--- config.mk ---
export PLATFORM = sky130hd
export DESIGN_NAME = nand_host
export DESIGN_NICKNAME = d
export VERILOG_FILES = /design/src/hdl/nand_host_pkg.sv /design/src/hdl/strobe_if.sv /design/src/hdl/strobe_timer.sv /design/src/hdl/nand_host.sv
export SDC_FILE = /design/constraint.sdc
export NUM_CORES = 1
export LEC_CHECK = 0
export ABC_AREA = 1
export BUFFER_PORTS_ARGS = -buffer_cell sky130_fd_sc_hd__buf_2
export CAP_MARGIN = 40
export CORE_MARGIN = 2
export CORE_UTILIZATION = 45
export DETAILED_ROUTE_END_ITERATION = 10
export PLACE_DENSITY_LB_ADDON = 0.05
export SYNTH_ARGS = -nofsm -noshare
export SYNTH_HDL_FRONTEND = slang
export SYNTH_SLANG_ARGS = --single-unit
--- constraint.sdc ---
create_clock -name REF_CLK -period 2.7 [get_ports REF_CLK]
set_input_delay 0.405 -clock REF_CLK [delete_from_list [all_inputs] [get_ports REF_CLK]]
set_output_delay 0.405 -clock REF_CLK [all_outputs]
set_load 0.02 [all_outputs]
--- src/hdl/nand_host_pkg.sv ---
// Constants, commands and states for the NAND host sequencer.
// Assumes one 200 MHz clock and a NAND device on the far side of the pins.
package nand_host_pkg;
    localparam int CA_BITS = 12;
    localparam int PA_BITS = 6;
    localparam int BA_BITS_MAX = 11;
    localparam int ROW_BITS = PA_BITS + BA_BITS_MAX;
    localparam int CLK_PERIOD_NS = 5;
    // Strobe phase lengths in ns, rounded up to cycles
    localparam int T_LOW_NS = 10;
    localparam int T_HIGH_NS = 10;
    localparam int T_LOW_CYC = (T_LOW_NS + CLK_PERIOD_NS - 1) / CLK_PERIOD_NS;
    localparam int T_HIGH_CYC = (T_HIGH_NS + CLK_PERIOD_NS - 1) / CLK_PERIOD_NS;
    localparam logic [7:0] C_RESET = 8'hff;
    localparam logic [7:0] C_STATUS = 8'h70;
    localparam logic [7:0] C_STATUS_ENH = 8'h78;
    // Operation codes presented by the user
    typedef enum logic [2:0] {
        OP_CMD  = 3'b000,
        OP_ADDR = 3'b001,
        OP_DIN  = 3'b010,
        OP_DOUT = 3'b011,
        OP_ROW  = 3'b100,
        OP_FULL = 3'b101
    } op_type;
    typedef enum logic [2:0] {
        S_IDLE  = 3'b000,
        S_LOW   = 3'b001,
        S_HIGH  = 3'b010,
        S_NEXT  = 3'b011,
        S_DONE  = 3'b100
    } state_type;
endpackage

--- src/hdl/strobe_if.sv ---
// Strobe timer handshake between sequencer and pulse generator.
// Assumes a single clock domain.
`timescale 1ns/1ps
`default_nettype none
interface strobe_if;
    logic start;
    logic phase_low;
    logic done;
    modport ctrl (output start, input phase_low, input done);
    modport timer (input start, output phase_low, output done);
endinterface
`default_nettype wire

--- src/hdl/strobe_timer.sv ---
// Generates one low then high strobe phase of fixed cycle counts.
// Assumes start is a one-cycle request from the sequencer.
`timescale 1ns/1ps
`default_nettype none
module strobe_timer #(
    parameter int LOW_CYC  = 2,
    parameter int HIGH_CYC = 2
) (
    input  wire logic clk,
    input  wire logic rst,
    strobe_if.timer   sif
);
    localparam int CW = 8;
    logic [CW-1:0] cnt_q, cnt_d;
    logic          low_q, low_d;
    logic          act_q, act_d;
    logic          done_q, done_d;

    // Count the low phase, then the high phase
    always_comb begin
        cnt_d = cnt_q;
        low_d = low_q;
        act_d = act_q;
        done_d = 1'b0;
        if (sif.start && !act_q) begin
            act_d = 1'b1;
            low_d = 1'b1;
            cnt_d = CW'(LOW_CYC - 1);
        end else if (act_q) begin
            if (cnt_q != '0) begin
                cnt_d = cnt_q - 1'b1;
            end else if (low_q) begin
                low_d = 1'b0;
                cnt_d = CW'(HIGH_CYC - 1);
            end else begin
                act_d = 1'b0;
                done_d = 1'b1;
            end
        end
    end

    // Register the timer; reset leaves the strobe idle
    always_ff @(posedge clk) begin
        if (rst) begin
            cnt_q <= '0;
            low_q <= 1'b0;
            act_q <= 1'b0;
            done_q <= 1'b0;
        end else begin
            cnt_q <= cnt_d;
            low_q <= low_d;
            act_q <= act_d;
            done_q <= done_d;
        end
    end

    assign sif.phase_low = low_q;
    assign sif.done = done_q;
endmodule
`default_nettype wire

--- src/hdl/nand_host.sv ---
// Host sequencer that drives a NAND device over its multiplexed pins.
// Assumes the ready/busy pin and bus inputs are synchronous to REF_CLK.
`timescale 1ns/1ps
`default_nettype none
module nand_host #(
    parameter bit TWO_PLANE = 1'b1,
    parameter bit SEND_DUMMY = 1'b0
) (
    input  wire logic                           REF_CLK,
    input  wire logic                           SYS_RST,
    input  wire logic                           REQ_VALID,
    output logic                                REQ_READY,
    input  wire nand_host_pkg::op_type          REQ_OP,
    input  wire logic [7:0]                     REQ_BYTE,
    input  wire logic [nand_host_pkg::CA_BITS-1:0]  REQ_COL,
    input  wire logic [nand_host_pkg::PA_BITS-1:0]  REQ_PAGE,
    input  wire logic [nand_host_pkg::BA_BITS_MAX-1:0] REQ_BLOCK,
    input  wire logic                           REQ_LAST,
    output logic                                RSP_VALID,
    output logic [7:0]                          RSP_BYTE,
    output logic                                REJECT,
    output logic                                CE_N,
    output logic                                CLE,
    output logic                                ALE,
    output logic                                WE_N,
    output logic                                READ_STROBE_N,
    output logic                                WP_N,
    input  wire logic [7:0]                     IO_IN,
    output logic [7:0]                          IO_OUT,
    output logic                                IO_OE,
    input  wire logic                           RB_N,
    input  wire logic                           WRITE_ALLOW
);
    import nand_host_pkg::*;

    strobe_if sif();
    strobe_timer #(.LOW_CYC(T_LOW_CYC), .HIGH_CYC(T_HIGH_CYC)) u_timer (
        .clk (REF_CLK),
        .rst (SYS_RST),
        .sif (sif)
    );

    state_type       st_q, st_d;
    op_type          op_q, op_d;
    logic [7:0]      byte_q, byte_d;
    logic [39:0]     addr_q, addr_d;
    logic [2:0]      acnt_q, acnt_d;
    logic [2:0]      anum_q, anum_d;
    logic            last_q, last_d;
    logic [7:0]      rsp_q, rsp_d;
    logic            rv_q, rv_d;
    logic            rej_q, rej_d;
    logic            sel_q, sel_d;
    logic            start;
    logic [ROW_BITS-1:0] row;
    logic            busy;
    logic            cmd_ok;
    logic [2:0]      full_cycles;

    assign busy = !RB_N;
    // Row joins block bits above page bits
    assign row = {REQ_BLOCK, REQ_PAGE};
    // Two-plane needs five cycles; one-plane four plus optional dummy
    assign full_cycles = (TWO_PLANE || SEND_DUMMY) ? 3'd5 : 3'd4;

    // Every command byte of the listed sequences; a byte outside the list is
    // refused here, so a stray code from the caller never reaches the pins.
    // The order of a sequence is not checked; that stays with the caller.
    logic cmd_known;

    always_comb begin
        case (REQ_BYTE)
            8'hff, 8'h70, 8'h78:               cmd_known = 1'b1;
            8'h00, 8'h30:                      cmd_known = 1'b1;
            8'h80, 8'h10:                      cmd_known = 1'b1;
            8'h60, 8'hd0:                      cmd_known = 1'b1;
            8'h05, 8'he0, 8'h85:               cmd_known = 1'b1;
            8'h90, 8'hec, 8'hed, 8'hee, 8'hef: cmd_known = 1'b1;
            8'h35, 8'h11, 8'h81:               cmd_known = 1'b1;
            8'hd1, 8'h8b:                      cmd_known = 1'b1;
            8'h29, 8'h17, 8'h04, 8'h19:        cmd_known = 1'b1;
            8'h2a, 8'h24, 8'h23, 8'h2c, 8'h7a: cmd_known = 1'b1;
            8'h4c, 8'h03, 8'h1d, 8'h41:        cmd_known = 1'b1;
            default:                           cmd_known = 1'b0;
        endcase
    end

    // Unlisted command bytes never go out; while busy commands are limited to reset and status, and data reads are refused
    always_comb begin
        cmd_ok = 1'b1;
        if (REQ_OP == OP_CMD && !cmd_known) begin
            cmd_ok = 1'b0;
        end else if (busy && REQ_OP == OP_CMD) begin
            cmd_ok = (REQ_BYTE == C_RESET) || (REQ_BYTE == C_STATUS) || (REQ_BYTE == C_STATUS_ENH);
        end else if (busy && REQ_OP == OP_DOUT) begin
            cmd_ok = 1'b0;
        end
    end

    assign REQ_READY = (st_q == S_IDLE);
    assign start = (st_q == S_LOW) || (st_q == S_NEXT);
    assign sif.start = start;

    // Sequencer: take a request, emit one or more strobe cycles
    always_comb begin
        st_d = st_q;
        op_d = op_q;
        byte_d = byte_q;
        addr_d = addr_q;
        acnt_d = acnt_q;
        anum_d = anum_q;
        last_d = last_q;
        rsp_d = rsp_q;
        rv_d = 1'b0;
        rej_d = 1'b0;
        sel_d = sel_q;
        case (st_q)
            S_IDLE: begin
                if (REQ_VALID) begin
                    if (!cmd_ok) begin
                        rej_d = 1'b1;
                    end else begin
                        op_d = REQ_OP;
                        last_d = REQ_LAST;
                        byte_d = REQ_BYTE;
                        acnt_d = 3'd0;
                        sel_d = 1'b1;
                        // Column low, column high with top lines low,
                        // page plus block low, block mid, block bit 10
                        addr_d = {7'h00, REQ_BLOCK[10], row[ROW_BITS-2:PA_BITS+2],
                                  REQ_BLOCK[1:0], REQ_PAGE, 4'h0, REQ_COL[11:8],
                                  REQ_COL[7:0]};
                        case (REQ_OP)
                            OP_ADDR: anum_d = 3'd1;
                            OP_ROW: begin
                                anum_d = TWO_PLANE ? 3'd3 : 3'd2;
                                addr_d = {16'h0000, 7'h00, REQ_BLOCK[10], row[ROW_BITS-2:PA_BITS+2],
                                          REQ_BLOCK[1:0], REQ_PAGE};
                            end
                            OP_FULL: anum_d = full_cycles;
                            default: anum_d = 3'd1;
                        endcase
                        if (REQ_OP == OP_ADDR) begin
                            addr_d = {32'h0, REQ_BYTE};
                        end
                        st_d = S_LOW;
                    end
                end
            end
            S_LOW, S_NEXT: begin
                st_d = S_HIGH;
            end
            S_HIGH: begin
                // Sample the bus while the read strobe is still low; once it
                // rises the device may already have let the lines go.
                // Limitation: the device's access time must fit one low phase.
                if (op_q == OP_DOUT && sif.phase_low) begin
                    rsp_d = IO_IN;
                end
                if (sif.done) begin
                    if (op_q == OP_DOUT) begin
                        rv_d = 1'b1;
                    end
                    if ((op_q == OP_ADDR || op_q == OP_ROW || op_q == OP_FULL) && acnt_q + 3'd1 < anum_q) begin
                        acnt_d = acnt_q + 3'd1;
                        addr_d = {8'h00, addr_q[39:8]};
                        st_d = S_NEXT;
                    end else begin
                        st_d = S_DONE;
                    end
                end
            end
            S_DONE: begin
                if (last_q) begin
                    sel_d = 1'b0;
                end
                st_d = S_IDLE;
            end
            default: st_d = S_IDLE;
        endcase
    end

    // Register every sequencer field; reset leaves the pins in standby
    always_ff @(posedge REF_CLK) begin
        if (SYS_RST) begin
            st_q <= S_IDLE;
            op_q <= OP_CMD;
            byte_q <= 8'h00;
            addr_q <= 40'h0;
            acnt_q <= 3'd0;
            anum_q <= 3'd0;
            last_q <= 1'b0;
            rsp_q <= 8'h00;
            rv_q <= 1'b0;
            rej_q <= 1'b0;
            sel_q <= 1'b0;
        end else begin
            st_q <= st_d;
            op_q <= op_d;
            byte_q <= byte_d;
            addr_q <= addr_d;
            acnt_q <= acnt_d;
            anum_q <= anum_d;
            last_q <= last_d;
            rsp_q <= rsp_d;
            rv_q <= rv_d;
            rej_q <= rej_d;
            sel_q <= sel_d;
        end
    end

    // A bus cycle is in flight in every state that owns the strobe timer
    logic in_cyc;
    logic wr_op;
    assign in_cyc = (st_q == S_HIGH) || (st_q == S_LOW) || (st_q == S_NEXT);
    assign wr_op = (op_q != OP_DOUT);

    // Pin drive; strobes idle high, select high means standby
    always_comb begin
        CE_N = !sel_q;
        CLE = in_cyc && (op_q == OP_CMD);
        ALE = in_cyc && (op_q == OP_ADDR || op_q == OP_ROW || op_q == OP_FULL);
        WE_N = !(in_cyc && wr_op && sif.phase_low);
        READ_STROBE_N = !(in_cyc && !wr_op && sif.phase_low && !busy);
        IO_OE = sel_q && in_cyc && wr_op;
        IO_OUT = (op_q == OP_CMD || op_q == OP_DIN) ? byte_q : addr_q[7:0];
    end

    // Guard follows the live allow input, never latched per strobe
    assign WP_N = WRITE_ALLOW;
    assign RSP_BYTE = rsp_q;
    assign RSP_VALID = rv_q;
    assign REJECT = rej_q;

    // Command strobe and address strobe never overlap
    strobe_excl_a: assert property (@(posedge REF_CLK) disable iff (SYS_RST)
        !(CLE && ALE)) else $error("command and address strobe together");
    we_cle_a: assert property (@(posedge REF_CLK) disable iff (SYS_RST)
        (!WE_N && op_q == OP_CMD) |-> (CLE && !ALE && !CE_N && READ_STROBE_N))
        else $error("command write without proper strobes");
    we_ale_a: assert property (@(posedge REF_CLK) disable iff (SYS_RST)
        (!WE_N && ALE) |-> (!CLE && !CE_N && READ_STROBE_N))
        else $error("address write without proper strobes");
    data_in_a: assert property (@(posedge REF_CLK) disable iff (SYS_RST)
        (!WE_N && op_q == OP_DIN) |-> (!CLE && !ALE && !CE_N))
        else $error("data input with latch strobe high");
    data_out_a: assert property (@(posedge REF_CLK) disable iff (SYS_RST)
        !READ_STROBE_N |-> (WE_N && !CLE && !ALE && !CE_N && !IO_OE))
        else $error("read strobe with bad controls");
    busy_re_a: assert property (@(posedge REF_CLK) disable iff (SYS_RST)
        busy |-> READ_STROBE_N) else $error("read strobe low while busy");
    standby_oe_a: assert property (@(posedge REF_CLK) disable iff (SYS_RST)
        CE_N |-> !IO_OE) else $error("bus driven while deselected");
    wp_live_a: assert property (@(posedge REF_CLK) disable iff (SYS_RST)
        WP_N == WRITE_ALLOW) else $error("write guard not live");
    busy_cmd_a: assert property (@(posedge REF_CLK) disable iff (SYS_RST)
        (REQ_VALID && REQ_READY && busy && REQ_OP == OP_CMD && !cmd_ok) |=> REJECT)
        else $error("busy command not refused");
    cyc_len_a: assert property (@(posedge REF_CLK) disable iff (SYS_RST)
        $fell(WE_N) |-> !WE_N[*2] ##1 WE_N) else $error("write strobe width wrong");

    // Refused requests never start a transfer
    unlisted_a: assert property (@(posedge REF_CLK) disable iff (SYS_RST)
        (REQ_VALID && REQ_READY && REQ_OP == OP_CMD && !cmd_known) |=> (REJECT && st_q == S_IDLE))
        else $error("unlisted command not refused");
    busy_read_a: assert property (@(posedge REF_CLK) disable iff (SYS_RST)
        (REQ_VALID && REQ_READY && busy && REQ_OP == OP_DOUT) |=> (REJECT && st_q == S_IDLE))
        else $error("read while busy not refused");

    // Address byte layout: unused upper lines stay low, cycle count bounded
    col_high_a: assert property (@(posedge REF_CLK) disable iff (SYS_RST)
        (!WE_N && ALE && op_q == OP_FULL && acnt_q == 3'd1) |-> (IO_OUT[7:4] == 4'h0))
        else $error("column high byte upper lines not low");
    block_top_a: assert property (@(posedge REF_CLK) disable iff (SYS_RST)
        (!WE_N && ALE && op_q == OP_FULL && acnt_q == 3'd4) |-> (IO_OUT[7:1] == 7'h00))
        else $error("fifth address byte upper lines not low");
    addr_count_a: assert property (@(posedge REF_CLK) disable iff (SYS_RST)
        (st_q == S_NEXT) |-> (acnt_q != 3'd0 && acnt_q < anum_q && anum_q <= full_cycles))
        else $error("address cycle count out of range");

    // One read pulse per data output request; bus owned for writes only
    re_pulse_a: assert property (@(posedge REF_CLK) disable iff (SYS_RST)
        $fell(READ_STROBE_N) |=> !READ_STROBE_N ##1 READ_STROBE_N[*3])
        else $error("read strobe pulse shape wrong");
    rsp_done_a: assert property (@(posedge REF_CLK) disable iff (SYS_RST)
        RSP_VALID |-> (st_q == S_DONE && op_q == OP_DOUT))
        else $error("read data flagged outside a read");
    oe_write_a: assert property (@(posedge REF_CLK) disable iff (SYS_RST)
        (in_cyc && wr_op) |-> IO_OE)
        else $error("bus not driven during a write cycle");
    select_hold_a: assert property (@(posedge REF_CLK) disable iff (SYS_RST)
        in_cyc |-> !CE_N) else $error("select released inside a bus cycle");

    // Main scenarios: command, full address, read, refusal, program data
    prog_c: cover property (@(posedge REF_CLK) disable iff (SYS_RST)
        (!WE_N && op_q == OP_DIN));
    cmd_c: cover property (@(posedge REF_CLK) disable iff (SYS_RST) $rose(CLE));
    full_c: cover property (@(posedge REF_CLK) disable iff (SYS_RST)
        (st_q == S_NEXT && acnt_q == 3'd4));
    rd_c: cover property (@(posedge REF_CLK) disable iff (SYS_RST) RSP_VALID);
    rej_c: cover property (@(posedge REF_CLK) disable iff (SYS_RST) REJECT);
endmodule
`default_nettype wire

==> out/summary.log <==
[synth] Seq/Total Area, Yosys 34.4%
[finish] post-route core utilization 53.1%
[floorplan] num ports 80
[clock_tree] CTS H-tree lvls 3
[synth] mux share of post-synthesis cell area 0%
[routing] routed wire length on met3 656 um
[synth] syn nets 783
[synth] fraction of the mapped netlist area in simple logic gates 38.2%
[power_and_ir_drop] internal power consumption 0.00213 W
[floorplan] row cnt 36
[power_and_ir_drop] ratio of total power to cell area 672 nW/um2
[grt] via count of the first global-routing pass 4164
[power_and_ir_drop] switching power share of the total 38.2%
[power_and_ir_drop] part of the total power dissipated in the clock network 25.7%
[synth] xor/xnor cell area share of the yosys netlist 0.198%
[timing] max-slew violations 0
[synth] number of flip-flops and latches in the synthesized netlist 76
[worst_setup_path] type of origin of the critical path flop
[routing] Detail Route Antenna Nets 0
[finish] final net count 854
[clock_tree] clock tree from TritonCTS yes
[worst_setup_path] CP Data Required Time 2.96 ns
[routing] first-pass detailed-route iteration total 5
[placement] worst setup slack after placement 0.429 ns
[timing] transition time at the pin with the least slew margin 0.676 ns
[synth] most used flip-flop cell after synthesis dfxtp_1
[placement] number of port buffers 77
[clock_tree] deepest clock path buffer count 2
[finish] fill cell count 1050
[grt] number of antenna violations at the first check in global routing 0
[floorplan] die area 10600 um2
[worst_setup_path] crit path max-delay cell type dfxtp_1
[routing] Initial DRC Count 221
[worst_setup_path] worst flop-to-flop path startpoint acnt_q[0]$_SDFFE_PP0P_
[placement] estimated wirelength of the detail-placed design 8.90 mm
[clock_tree] later-pin clock latency in the skew report 0.36 ns
[worst_setup_path] number of buffers and inverters on the critical path 1
[timing] minimum clock period after layout 2.27 ns
[worst_setup_path] data arrival time of the worst path 2.52 ns
[routing] Via density 5.02
[clock_tree] Clock transition at path regs 0.08 ns
[grt] total grt overflow 0
[clock_tree] cells resized by post-CTS repair 0
[power_and_ir_drop] combinational fraction of design power 34.4%
[power_and_ir_drop] maximum vdd ir drop 0.355 mV
[synth] Yosys cell types 33
[synth] fraction of the mapped netlist area in compound gates 11.7%
[synth] arithmetic-cell share of the synthesized area counting full adders, half adders and majority gates 1.41%
[clock_tree] number of sinks on the clock net 76
[floorplan] core area 9640 um2
[clock_tree] Hold-fix buffers, CTS 0
[clock_tree] clock buffer count from CTS 9
[floorplan] die span in y 103 um
[timing] crit share post-route 84.0%
[timing] slack of the critical path 0.432 ns
[floorplan] Starting Density 45.9%
[routing] DRC violation count after routing 0
[worst_setup_path] Crit path largest cell delay 0.32 ns
[worst_setup_path] crit-path leading delay family simple AND/OR/NAND/NOR gates
[hold_path] path category of the worst min-delay check in2reg
[timing] final clock skew 0.0103 ns
[worst_setup_path] first element of the critical path acnt_q[0]$_SDFFE_PP0P_
[timing] number of hold violations in the final report 0
[synth] Avg Inst Size Synth 6.11 um2
[placement] total instance count after detailed placement 917
[worst_setup_path] cells along the critical path ha_1, xor2_1, ha_1, a21oi_1, nand4_1, nand2_1, nand3_4, buf_12, nor2_1, nor2_1
[finish] number of non-filler instances in the completed layout 933
[hold_path] launch point of the worst hold path IO_IN[1]
[placement] final estimated routing congestion in global placement 0.905
[finish] share of post-route cells with drive strength above 1 16.5%
[synth] number of standard cells after synthesis 724
[finish] Syn-to-layout area delta 15.8%
[synth] async set-or-reset flop fraction in the synthesized netlist 0%
[synth] largest family of logic cells by synthesized area simple AND/OR/NAND/NOR gates
[routing] detailed-routed wire length on met2 5.56 mm
[routing] vias 4684
[grt] maximum number of pins on one net before global-route repair 36
[synth] number of warnings reported in the yosys synthesis log 0
[timing] setup-violating endpoint count in the final report 0
[clock_tree] master cell of the clock root buffer clkbuf_8
[timing] unrepaired setup endpoints after global routing no
[status] run status completed
[timing] Setup Total Neg Slack 0 ns
[routing] post-route met1 wirelength 5.94 mm
[floorplan] Die X 103 um
[power_and_ir_drop] Leak 2.67 nW
[power_and_ir_drop] switching power 0.00132 W
[timing] Achievable Freq 0.441 GHz
[routing] routed len/inst 13.2 um
[synth] EDFF count, synth 0
[power_and_ir_drop] power share of the sequential group 39.9%
[worst_setup_path] kind of critical path reg2reg
[routing] Routed WL 12.3 mm
[grt] first-pass GRT wire length 20.0 mm
[grt] GRT Resource Usage Total 24.0%
[worst_setup_path] critical path capture point type flop
[run] number of max-cap violations 0
[timing] normalized max-slew margin 54.5%
[synth] synthesized cell area 4420 um2
[finish] number of diodes added for antenna fixing 0
[routing] uppermost layer routed met4
[clock_tree] Post-CTS Setup Repair Bufs 0
[worst_setup_path] largest driver fanout on the critical path 31
[area by class of cell]
type                       instances  area (um2)  share of cell area, %
clock buffer                      10         128                   2.49
clock inverter                     6        65.1                   1.27
inverter                         119         447                   8.72
multi-input combinational        496        2270                   44.4
sequential                        76        1520                   29.7
tap                              133         166                   3.25
timing repair buffer              93         518                   10.1
[worst paths after layout]
kind,to,slack [ns],cells after the start
worst min register to register,u_timer.cnt_q[4]$_SDFFE_PP0P_,0.46,1
worst max register to register,addr_q[10]$_SDFFE_PP0P_,0.43,10
worst min-delay path,RSP_BYTE[1]$_SDFFE_PP0P_,0.29,3
worst max-delay path,addr_q[10]$_SDFFE_PP0P_,0.43,10
[power by group through the flow]
stage / combinational [W] / sequential, W / clock [W]
floorplan: 0.000901 / 0.00138 / 0
global placement: 0.00116 / 0.00140 / 0
detailed placement: 0.00118 / 0.00140 / 0
CTS: 0.00119 / 0.00137 / 0.000903
global route: 0.00137 / 0.00139 / 0.000947
finish: 0.00119 / 0.00137 / 0.000883
[cell usage in the layout, fill, tap and decap left out, types with 4 or more instances in the layout]
cell type and instances:
buf_4 15, buf_2 77, o32ai_1 4, nor3_1 10, nand4_1 31, dfxtp_1 76, nor2_2 4, nand3_1 26
a221oi_1 6, o21ai_0 30, inv_1 104, a21oi_1 30, nand2_1 197, ha_1 5, clkbuf_8 9, nor2_1 126
a22oi_1 9, inv_2 13
[kinds of logic after synthesis]
group | count (synthesis)
AND/OR/NAND/NOR | 403
XOR/XNOR | 1
AO/OA/AOI/OAI | 87
buffers and inverters | 152
adder cells (fa/ha/maj) | 5
flip-flops | 76
[sequential cells by signal, summed over array words and instances (netlist names)]
register and flops:
u_timer.cnt_q 8, u_timer.sif.done 1, REJECT 1, u_timer.sif.phase_low 1, byte_q 8, addr_q 33, u_timer.act_q 1, st_q 3
anum_q 3, sel_q 1, last_q 1, acnt_q 3, op_q 3, RSP_VALID 1, RSP_BYTE 8
[routing by layer]
metal  global-route usage, %  vias to the layer above
met2                    38.6                      117
met1                    33.4                     2135
li1                        -                     2413
met5                       0                        -
met3                    4.07                       19
met4                    6.17                        0
[synthesized netlist by cell type, drive strengths merged, types with 2 or more instances]
master    n  area, um2
a211oi    2       15.0
nor3     10       50.1
inv     117        439
buf      15        113
o32ai     4       35.0
dfxtp    76       1520
nand3    29        168
clkinv    2       7.51
a22oi     9       67.6
nand2   200        758
a21oi    30        150
o21ai    32        164
nor2    130        498
a221oi    6       52.6
o211ai    3       22.5
clkbuf   18       67.6
ha        5       62.6
nand4    31        194
[worst register-to-register path, cell delays in order (launching register included)]
cell	delay, ns
dfxtp_1	0.32
ha_1	0.21
xor2_1	0.20
ha_1	0.29
a21oi_1	0.16
nand4_1	0.17
nand2_1	0.18
nand3_4	0.22
buf_12	0.26
nor2_1	0.11
nor2_1	0.06
[metrics by stage]
stage / hold WS (ns) / power [W] / cell area, um2
after floorplan: 0.423 / 0.00228 / 4420
after global placement: 0.439 / 0.00256 / 4920
after detailed placement: 0.446 / 0.00258 / 4930
after CTS: 0.284 / 0.00346 / 5120
after global routing: 0.305 / 0.00371 / 5120
final: 0.295 / 0.00344 / 5120
Note: power is estimated with default switching activity, not from simulation.
